===== src/hw/nv_setting_pkg.sv =====
// constants, types and state codes shared by the setting switch design
// assumes a single 100 MHz clock and a synchronous active-low reset
//
// Behaviour
// - select low drives the multiplexed outputs from the stored setting.
// - select high passes the external setting pins to the multiplexed outputs.
// - held output is a latch, transparent while select low, holding while high.
// - override low with select low forces every output to zero.
// - serial writes are accepted only while the write lock is low.
// - lock high means no incoming write data reaches the stored setting.
// - stored setting is all zeros as delivered, before any write.
// - override, lock, external pins and select read as one when undriven.
// - each transaction opens with an address byte; only a valid one answers.
// - address is five fixed bits, two strap bits, then a direction bit.
// - after the address acknowledge exactly one data byte is transferred.
// - direction zero writes, gated by the lock; direction one reads back.
// - high-order data bits map to the held output, low-order to multiplexed.
// - writes are blocked while bus or core supply is not good.
// - power-on reset returns the volatile state and bus engine to defaults.
// - held output keeps the value shown when select rose low to high.
// - stored setting survives power loss; last written value is used.
// - stored setting is six bits wide.
// - five multiplexed open-drain outputs and one held open-drain output.

package nv_setting_pkg;

    // ************************************************************
    // widths and layout
    // ************************************************************
    localparam int          NV_WIDTH   = 6;
    localparam int          MUX_WIDTH  = 5;
    localparam int          HELD_BIT   = 5;
    localparam int          FIXED_BITS = 5;
    localparam logic [3:0]  BYTE_BITS  = 4'h8;

    // ************************************************************
    // initial, reset and default values
    // ************************************************************
    localparam logic [5:0]  NV_FACTORY   = 6'h00;
    localparam logic        HELD_RESET   = 1'h0;
    localparam logic        PIN_IDLE     = 1'h1;
    // arbitrary value for the fixed address bits
    localparam logic [4:0]  ADDR_FIXED_DEFAULT = 5'h13;

    // ************************************************************
    // serial engine states
    // ************************************************************
    typedef enum logic [2:0] {
        ST_IDLE     = 3'b000,
        ST_ADDR     = 3'b001,
        ST_ADDR_ACK = 3'b010,
        ST_WDATA    = 3'b011,
        ST_RDATA    = 3'b100,
        ST_DATA_ACK = 3'b101,
        ST_DONE     = 3'b110
    } bus_state_e;

endpackage


===== src/hw/i2c_nv_setting_mux_latch.sv =====
// two-wire configuration switch: stored setting, pin mux and held output
// assumes rst_n is the power-on reset; open-drain pins pull low while oe is high
`timescale 1ns/1ps

module i2c_nv_setting_mux_latch
    import nv_setting_pkg::*;
#(
    parameter logic [4:0] ADDR_FIXED = ADDR_FIXED_DEFAULT
) (
    input  wire logic                 clock,
    input  wire logic                 rst_n,
    input  wire logic                 scl_i,
    input  wire logic                 sda_i,
    output logic                      sda_o,
    output logic                      sda_oe,
    input  wire logic                 addr_strap_1,
    input  wire logic                 addr_strap_0,
    input  wire logic                 path_select,
    input  wire logic                 force_low_n,
    input  wire logic                 nv_write_lock,
    input  wire logic [MUX_WIDTH-1:0] ext_setting_in,
    input  wire logic                 bus_supply_ok,
    input  wire logic                 core_supply_ok,
    output logic      [MUX_WIDTH-1:0] selected_setting_oe,
    output logic                      held_bit_oe
);

    // ************************************************************
    // input synchronisation
    // ************************************************************
    localparam int SYNC_W = MUX_WIDTH + 9;

    logic [SYNC_W-1:0]    raw_pins;
    logic [SYNC_W-1:0]    sync_pins;
    logic                 scl_s;
    logic                 sda_s;
    logic                 strap0_s;
    logic                 strap1_s;
    logic                 sel_s;
    logic                 force_n_s;
    logic                 lock_s;
    logic [MUX_WIDTH-1:0] ext_s;
    logic                 bus_ok_s;
    logic                 core_ok_s;

    assign raw_pins = {core_supply_ok, bus_supply_ok, ext_setting_in, nv_write_lock,
                       force_low_n, path_select, addr_strap_1, addr_strap_0,
                       sda_i, scl_i};

    pin_sync #(
        .WIDTH (SYNC_W)
    ) u_sync (
        .clock        (clock),
        .rst_n        (rst_n),
        .pin_raw      (raw_pins),
        .pin_sync_out (sync_pins)
    );

    assign scl_s     = sync_pins[0];
    assign sda_s     = sync_pins[1];
    assign strap0_s  = sync_pins[2];
    assign strap1_s  = sync_pins[3];
    assign sel_s     = sync_pins[4];
    assign force_n_s = sync_pins[5];
    assign lock_s    = sync_pins[6];
    assign ext_s     = sync_pins[MUX_WIDTH+6:7];
    assign bus_ok_s  = sync_pins[MUX_WIDTH+7];
    assign core_ok_s = sync_pins[MUX_WIDTH+8];

    // ************************************************************
    // line events
    // ************************************************************
    logic scl_rise;
    logic scl_fall;
    logic start_seen;
    logic stop_seen;

    line_events u_events (
        .clock      (clock),
        .rst_n      (rst_n),
        .scl        (scl_s),
        .sda        (sda_s),
        .scl_rise   (scl_rise),
        .scl_fall   (scl_fall),
        .start_seen (start_seen),
        .stop_seen  (stop_seen)
    );

    // ************************************************************
    // stored setting
    // ************************************************************
    // no reset here: the cells stand for non-volatile storage and keep
    // their content across power-on reset
    logic [NV_WIDTH-1:0] nv_q = NV_FACTORY;
    logic                commit;
    logic                write_ok;
    logic [7:0]          read_byte;
    logic                lock_clear;
    logic                supply_good;

    assign lock_clear  = ~lock_s;
    // either supply low blocks writes, so a brown-out cannot corrupt the cells
    assign supply_good = bus_ok_s & core_ok_s;
    assign write_ok    = lock_clear & supply_good;
    assign read_byte   = {2'h0, nv_q};

    // ************************************************************
    // serial engine
    // ************************************************************
    bus_state_e state_q;
    bus_state_e state_d;
    logic [3:0] cnt_q;
    logic [3:0] cnt_d;
    logic [7:0] shift_q;
    logic [7:0] shift_d;
    logic       rw_q;
    logic       rw_d;
    logic       sda_oe_q;
    logic       sda_oe_d;
    logic       addr_hit;
    logic       byte_full;
    logic [6:0] addr_word;
    logic       first_rd_oe;
    logic       next_rd_oe;

    assign addr_word   = {ADDR_FIXED, strap1_s, strap0_s};
    assign addr_hit    = shift_q[7:1] == addr_word;
    assign byte_full   = cnt_q == BYTE_BITS;
    // a zero bit pulls the line low, a one leaves it to the pull-up
    assign first_rd_oe = ~read_byte[7];
    assign next_rd_oe  = ~shift_q[6];

    always_comb begin
        state_d  = state_q;
        cnt_d    = cnt_q;
        shift_d  = shift_q;
        rw_d     = rw_q;
        sda_oe_d = sda_oe_q;
        commit   = 1'h0;
        if (stop_seen) begin
            state_d  = ST_IDLE;
            sda_oe_d = 1'h0;
        end else if (start_seen) begin
            // a start anywhere reopens address reception
            state_d  = ST_ADDR;
            cnt_d    = 4'h0;
            sda_oe_d = 1'h0;
        end else if (scl_rise) begin
            case (state_q)
                ST_ADDR, ST_WDATA: begin
                    if (!byte_full) begin
                        shift_d = {shift_q[6:0], sda_s};
                        cnt_d   = cnt_q + 4'h1;
                    end
                end
                ST_RDATA: begin
                    if (!byte_full) begin
                        cnt_d = cnt_q + 4'h1;
                    end
                end
                default: begin
                end
            endcase
        end else if (scl_fall) begin
            case (state_q)
                ST_ADDR: begin
                    if (byte_full) begin
                        if (addr_hit) begin
                            state_d  = ST_ADDR_ACK;
                            rw_d     = shift_q[0];
                            sda_oe_d = 1'h1;
                        end else begin
                            state_d  = ST_IDLE;
                        end
                    end
                end
                ST_ADDR_ACK: begin
                    cnt_d = 4'h0;
                    if (rw_q) begin
                        state_d  = ST_RDATA;
                        shift_d  = read_byte;
                        sda_oe_d = first_rd_oe;
                    end else begin
                        state_d  = ST_WDATA;
                        sda_oe_d = 1'h0;
                    end
                end
                ST_WDATA: begin
                    if (byte_full) begin
                        commit   = write_ok;
                        state_d  = ST_DATA_ACK;
                        sda_oe_d = 1'h1;
                    end
                end
                ST_RDATA: begin
                    if (byte_full) begin
                        state_d  = ST_DATA_ACK;
                        sda_oe_d = 1'h0;
                    end else begin
                        shift_d  = {shift_q[6:0], 1'h0};
                        sda_oe_d = next_rd_oe;
                    end
                end
                ST_DATA_ACK: begin
                    // one data byte only; further clocks are ignored
                    state_d  = ST_DONE;
                    sda_oe_d = 1'h0;
                end
                default: begin
                end
            endcase
        end
    end

    always_ff @(posedge clock) begin
        if (!rst_n) begin
            state_q  <= ST_IDLE;
            cnt_q    <= 4'h0;
            shift_q  <= 8'h00;
            rw_q     <= 1'h0;
            sda_oe_q <= 1'h0;
        end else begin
            state_q  <= state_d;
            cnt_q    <= cnt_d;
            shift_q  <= shift_d;
            rw_q     <= rw_d;
            sda_oe_q <= sda_oe_d;
        end
    end

    // ************************************************************
    // commit of the stored setting
    // ************************************************************
    // bits 7:6 of the byte are dropped here; power-on reset leaves
    // the last written value in place
    always_ff @(posedge clock) begin
        if (commit) begin
            nv_q <= shift_q[NV_WIDTH-1:0];
        end
    end

    // ************************************************************
    // output mux and held bit
    // ************************************************************
    logic                 force_zero;
    logic [MUX_WIDTH-1:0] mux_val;
    logic                 live_held;
    logic                 held_val;
    logic                 held_q;
    logic [MUX_WIDTH-1:0] mux_oe_q;
    logic                 held_oe_q;

    assign force_zero = ~force_n_s & ~sel_s;
    assign mux_val    = sel_s ? ext_s : nv_q[MUX_WIDTH-1:0];
    assign live_held  = force_zero ? 1'h0 : nv_q[HELD_BIT];
    assign held_val   = sel_s ? held_q : live_held;

    always_ff @(posedge clock) begin
        if (!rst_n) begin
            held_q <= HELD_RESET;
        end else if (!sel_s) begin
            // tracks the shown value, so a rise of select freezes exactly it
            held_q <= live_held;
        end
    end

    // ************************************************************
    // open-drain output stage
    // ************************************************************
    // enable high pulls the pin low; one flop per pin keeps each pad
    // driven straight from a register
    logic [MUX_WIDTH-1:0] mux_pull;

    assign mux_pull = force_zero ? {MUX_WIDTH{1'h1}} : ~mux_val;

    genvar p;
    generate
        for (p = 0; p < MUX_WIDTH; p = p + 1) begin : g_mux_pin
            always_ff @(posedge clock) begin
                if (!rst_n) begin
                    mux_oe_q[p] <= 1'h0;
                end else begin
                    mux_oe_q[p] <= mux_pull[p];
                end
            end
        end
    endgenerate

    always_ff @(posedge clock) begin
        if (!rst_n) begin
            held_oe_q <= 1'h0;
        end else begin
            held_oe_q <= ~held_val;
        end
    end

    assign selected_setting_oe = mux_oe_q;
    assign held_bit_oe         = held_oe_q;
    assign sda_oe              = sda_oe_q;
    assign sda_o               = 1'h0;

endmodule


===== src/hw/line_events.sv =====
// start, stop and clock-edge detection on synchronised serial lines
// assumes both lines already passed a two-flop synchroniser
`timescale 1ns/1ps

module line_events (
    input  wire logic clock,
    input  wire logic rst_n,
    input  wire logic scl,
    input  wire logic sda,
    output logic      scl_rise,
    output logic      scl_fall,
    output logic      start_seen,
    output logic      stop_seen
);

    logic scl_prev_q;
    logic sda_prev_q;

    always_ff @(posedge clock) begin
        if (!rst_n) begin
            scl_prev_q <= 1'h1;
            sda_prev_q <= 1'h1;
        end else begin
            scl_prev_q <= scl;
            sda_prev_q <= sda;
        end
    end

    assign scl_rise   =  scl & ~scl_prev_q;
    assign scl_fall   = ~scl &  scl_prev_q;
    // data edges only count while the clock stays high
    assign start_seen = scl & scl_prev_q & sda_prev_q & ~sda;
    assign stop_seen  = scl & scl_prev_q & ~sda_prev_q & sda;

endmodule


===== src/hw/pin_sync.sv =====
// two-stage synchroniser for a group of asynchronous pins
// assumes pins with pull-ups, so the flops reset to ones
`timescale 1ns/1ps

module pin_sync #(
    parameter int WIDTH = 1
) (
    input  wire logic             clock,
    input  wire logic             rst_n,
    input  wire logic [WIDTH-1:0] pin_raw,
    output logic      [WIDTH-1:0] pin_sync_out
);

    logic [WIDTH-1:0] stage1_q;
    logic [WIDTH-1:0] stage2_q;

    genvar i;
    generate
        for (i = 0; i < WIDTH; i = i + 1) begin : g_bit
            always_ff @(posedge clock) begin
                if (!rst_n) begin
                    stage1_q[i] <= 1'h1;
                    stage2_q[i] <= 1'h1;
                end else begin
                    stage1_q[i] <= pin_raw[i];
                    stage2_q[i] <= stage1_q[i];
                end
            end
        end
    endgenerate

    assign pin_sync_out = stage2_q;

endmodule


===== config.mk =====
export PLATFORM = sky130hd
export DESIGN_NAME = i2c_nv_setting_mux_latch
export DESIGN_NICKNAME = d
export VERILOG_FILES = /design/src/hw/nv_setting_pkg.sv /design/src/hw/i2c_nv_setting_mux_latch.sv /design/src/hw/line_events.sv /design/src/hw/pin_sync.sv
export SDC_FILE = /design/constraint.sdc
export NUM_CORES = 1
export LEC_CHECK = 0
export BUFFER_PORTS_ARGS = -buffer_cell sky130_fd_sc_hd__clkbuf_2
export CAP_MARGIN = 20
export CORE_MARGIN = 2
export CORE_UTILIZATION = 45
export DETAILED_ROUTE_END_ITERATION = 16
export PLACE_DENSITY_LB_ADDON = 0.1
export SLEW_MARGIN = 20
export SYNTH_ARGS = -nofsm -noshare
export SYNTH_HDL_FRONTEND = slang
export SYNTH_HIERARCHICAL = 1
export SYNTH_SLANG_ARGS = --single-unit

===== constraint.sdc =====
create_clock -name clock -period 2.5 [get_ports clock]
set_input_delay 0.625 -clock clock [delete_from_list [all_inputs] [get_ports clock]]
set_output_delay 0.625 -clock clock [all_outputs]
set_load 0.05 [all_outputs]

[Yosys cells after proc, flatten, opt, wreduce, memory -nomap -nowiden]
Index checks and enable logic that the tools add are counted.
Word-level totals
  bits in registers: 60
  bits of input ports: 16
  output and inout bits: 8
  word-level logic and storage cells: 145
Cells by class
  add/subtract/negate cells: 1
  equality and inequality tests: 20
  multiplexer cells: 37
  bitwise gates (word level): 24
  reductions and logical operators: 19
Operators by type and width (count)
  two-way mux 8 bit: 6
  two-way mux 4 bit: 6
  two-way mux 1 bit: 16
  one-hot mux 8 bit (2 select lines): 1
  AND reduction 5 bit: 3
  inverter 1 bit: 13
  one-hot mux 3 bit (4 select lines): 1
  bitwise AND 1 bit: 10
  two-way mux 5 bit: 2
  != test 2 bit, second input constant: 5
  nonzero test 5 bit: 2
  two-way mux 3 bit: 3
  != test 3 bit, second input constant: 3
  nonzero test 3 bit: 3
  AND reduction 8 bit: 1
  == test 7 bit: 1
  AND reduction 7 bit: 1
  == test 3 x 2 -> 1 bit, second input constant: 2
  == test 3 bit, second input constant: 2
  != test 2 x 1 -> 1 bit, second input constant: 3
  AND reduction 6 bit: 1
  OR reduction 2 bit: 3
  OR reduction 3 bit: 2
  inverter 5 bit: 1
  other kinds (9): 10

[Longest topological paths before layout]
  depth after elaboration: 8
  depth in mapped cells: 7
  mapped depth without buffers: 6

[Cells and area by module]
Netlist, hierarchy kept.
Modules (own cells, without submodules)
  i2c_nv_setting_mux_latch: times used 1, cells an instance 167, area each 1639.1 µm², sequential area each 660.6 µm²
  pin_sync: times used 1, cells an instance 58, area each 755.7 µm², sequential area each 560.5 µm²
  line_events: times used 1, cells an instance 8, area each 85.1 µm², sequential area each 40.0 µm²

[Worst setup path before layout]
OpenSTA, ideal clock, no wires.
  path kind: register to register
  start point: register u_sync.stage2_q[0] (netlist: u_sync/pin_sync_out[0])
  end point: register shift_q[0]
  library setup time: 72 ps
  arrival: 1646 ps
  required time: 2428 ps
  path slack: 783 ps
  stages on the path, launching flop included: 8
  path buffers: 2
  period minus slack after synthesis: 1717 ps
  path through: dfxtp_1 -> nor2b_1 -> buf_4 -> nand2b_1 -> buf_2 -> a2111oi_4 -> o31ai_4 -> mux2i_1
On the way
  elaborated cells between the ends (all ways): 17
  classes of those cells: eq/ne: 3; mux: 1; bitwise: 10; reduce/logical: 3
RTL lines
  start: declaration: line pin_sync.sv:15  | logic [WIDTH-1:0] stage2_q;
  start signal: indexed assignment: line pin_sync.sv:26  | stage2_q[i] <= stage1_q[i];
  bitwise AND 1 bit (*): line line_events.sv:29  | assign scl_rise = scl & ~scl_prev_q;
  net scl_rise: line i2c_nv_setting_mux_latch.sv:73  | logic scl_rise;
  != test 3 bit (no line), or another cell as far along
  AND reduction 8 bit (no line)
  end signal: assignment: line i2c_nv_setting_mux_latch.sv:225  | shift_q <= shift_d;
  end: declaration: line i2c_nv_setting_mux_latch.sv:114  | logic [7:0] shift_q;
Mark *: on every way through the listed nets, which the timed path passes. The rest lies on a longest branch.
A chain may end at the register's enable or synchronous reset.

[Final worst setup path]
  start point: register cnt_q[0]
  end point: register shift_q[0]
On the way
  word-level cells in the longest chain between the ends: 3
  elaborated cells between the ends (all ways): 4
  classes of those cells: eq/ne: 3; reduce/logical: 1
Ends and longest elaborated chain
  start: declaration: line i2c_nv_setting_mux_latch.sv:112  | logic [3:0] cnt_q;
  start signal: assignment: line i2c_nv_setting_mux_latch.sv:224  | cnt_q <= cnt_d;
  == test 4 bit (*): line i2c_nv_setting_mux_latch.sv:128  | assign byte_full = cnt_q == BYTE_BITS;
  != test 2 bit (no line)
  AND reduction 8 bit (no line) (*)
Every way passes the cells marked *; elsewhere a longest branch is shown, timed or not.

==> metrics.md <==
| Metric | Value |
|---|---|
| Status | completed |
| Overall routing resource usage | 16.6% |
| Port Buffers | 22 |
| Fmax | 0.514 GHz |
| Met3 Use GR | 3.56% |
| Filler instances | 516 |
| Synth cell count leaders | dfxtp_1 (54), nand2b_1 (26), nand2_1 (16) |
| Post-synth top area cell | dfxtp_1 |
| Yosys warns | 6 |
| Clk Latency, worst-skew pair | about 330 ps |
| Distinct cells, synth | 57 |
| Final GP Congestion | around 0.8 |
| Clock Path Buffers | 2 |
| Grt peak-use layer | met2 |
| Cell with the most instances after synthesis | dfxtp_1 |
| Layout cell share with drive strength beyond 1 | between 10% and 20% |
| Initial antenna violation count | 0 |
| ANT cells | 0 |
| Grt met2 use | 24.3% |
| Vias post-DR | 1,719 |
| Reg2reg path depth | 6 |
| H-Tree Depth | 3 |
| Chip Height | 78.2 um |
| Overflow after GRT | 0 |
| Post-Route Skew | approximately 13 ps |
| Synth top area share | 43.6% |
| Max IR drop VDD | about 0.00037 V |
| Grt met1 use | 23.0% |
| Final core utilization | 52.2% |
| Post-synthesis sequential area ratio | 50.9% |
| Final #Nets | 277 |
| Gate Count Post-Synth | 233 |
| DRT antenna net count | 0 |
| Post-cts resize count | 0 |
| Drt drc | 0 |
| Post-CTS Hold Buffers | 0 |
| Setup bufs post-CTS | 0 |
| # IOs | 24 |
| Root Buffer | clkbuf_8 |
| Fin crit share | 77.8% |
| Die Width | 78.2 um |
| Dominant cells by area after synthesis | dfxtp_1 (44%), edfxtp_1 (7.3%), nand2b_1 (6.6%), mux2i_1 (4.0%), a221oi_1 (2.5%) |
| Mapped Avg Cell Area | 10.6 um2 |
| Area grow syn2layout | 13.8% |
| Starting DRC count in detailed routing | 121 |
| Initial Util | 45.9% |
| Avg WL per Cell | 13.7 um |
| Slew @ Worst Pin | 568 ps |
| CTS clk-pin slew, worst paths | roughly 80 ps |
| Core area | 5410 um2 |
| DR pass1 iterations | 4 |
| Die area | roughly 6000 um2 |
| Critical path arrival | about 2200 ps |
| WL final | 4580 um |
| Unrepaired setup endpoints after global routing | false |
| CP max FO | 8 |
| Critical path startpoint category | flop |
| CP required | roughly 2800 ps |
| Rel. slew slack | 62.0% |
| Async set-reset flop share out of synthesis | 0% |
| Crit Path Class | reg -> reg |
| Leakage power | 1.13 nW |
| Post-synth EDFFs | 6 |
| Post-DP HPWL | 3050 um |
| Max-cap violations | 0 |
| Num rows | 27 |
| Ys flop type | dfxtp_1 |
| DR vias/cell | 5.13 |
| Max Slew Vio Count | 0 |
| CTS Buf Count | 9 |
| Pwr dens | 670 nW/um2 |
| Final hold vios | 0 |
| Global-route wire length before repair | 7840 um |
| Vias in the first global route | 1,617 |
| Final setup fails | 0 |
| Mapped Nets | 252 |
| Critical Path End Type | flop |
| Largest net degree at the start of global routing | 47 |
| Yosys reg bits | 60 |
| TritonCTS clock tree | built |
| Worst hold slack | 403 ps |
| Clock Sinks | 60 |
| WHS Path Cells | 1 |
| Post-route setup TNS | 0 ps |
| Hold Path Class | reg -> reg |
| Area of the mapped netlist | 2480 um2 |
| Post-layout min period | 1950 ps |
## power by group
group          switching [mW]  internal (mW)  leakage [nW]
Sequential             0.0116          0.998         0.507
Clock                   0.389          0.387        0.0781
Combinational          0.0630         0.0417         0.547
Total                   0.464           1.43          1.13
## cell type report
class | count | area (um2) | area share, %
inverters | 8 | 30.0 | 1.06
well taps | 72 | 90.1 | 3.19
clock buffers | 11 | 141 | 5.01
flip-flops and latches | 60 | 1260 | 44.7
multi-input cells | 153 | 1120 | 39.8
repair buffers | 26 | 140 | 4.97
clock inverters | 5 | 36.3 | 1.29
## worst paths after layout
path | start | endpoint | slack (ps)
worst max-delay path | cnt_q[0] | shift_q[0] | 550
worst min-delay path | u_sync/stage1_q[9] | u_sync/pin_sync_out[9] | 400
worst max register to register | cnt_q[0] | shift_q[0] | 550
worst min register to register | u_sync/stage1_q[9] | u_sync/pin_sync_out[9] | 400
## layer usage
| layer | part of all wire [%] | routed length (um) | vias to the layer above |
|---|---|---|---|
| li1 | - | - | 881 |
| met1 | 51 | 2310 | 797 |
| met2 | 43 | 1990 | 34 |
| met3 | 3.6 | 165 | 7 |
| met4 | 2.4 | 108 | 0 |
| met5 | 0 | 0 | - |
## critical path, cell delays in order (launching register included)
cell and delay (ps):
dfxtp_1 350, inv_1 90, ha_1 200, and3b_1 320, a2111oi_4 90, o31ai_4 570
mux2i_1 260
## metrics by stage
stage	area [um2]	cells	setup WS (ps)	total power, mW
2_1_floorplan	2480	233	783	1.11
3_5_place_dp	2640	319	566	1.14
3_3_place_gp	2640	319	572	1.14
4_1_cts	2820	335	549	1.91
6_report	2820	335	554	1.89
5_1_grt	2820	335	394	1.96
## logic make-up after synthesis
| logic type | share of synthesized area [%] |
|---|---|
| AOI/OAI and AO/OA | 15.8 |
| xor gates and xnor gates | 0.706 |
| adders and majority gates | 1.51 |
| buffers and inverters | 3.88 |
| DFF | 50.9 |
| muxes | 4.04 |
| other | 0.151 |
| and+or+nand+nor | 23.0 |
## placed cells by master (no fill, tap or decap), types with 3 or more instances in the layout
cell type,n
a21oi_1,3
inv_1,7
nor3_1,3
nand2_1,16
o21ai_0,9
nor2b_1,7
clkbuf_8,10
buf_4,4
dfxtp_1,54
edfxtp_1,6
or2b_1,8
clkinvlp_4,4
clkbuf_2,22
mux2i_1,10
ha_1,3
a221oi_1,7
o21a_1,8
nor3b_1,5
nand2b_1,26
## state kept, by name, indices dropped and copies added, names as in the netlist, 3 cells and up
signal	cells
cnt_q	4
state_q	3
shift_q	8
nv_q	6
u_sync/stage1_q	14
u_sync/pin_sync_out	14
selected_setting_oe	5
No activity file was read; power rests on OpenSTA's default activity.
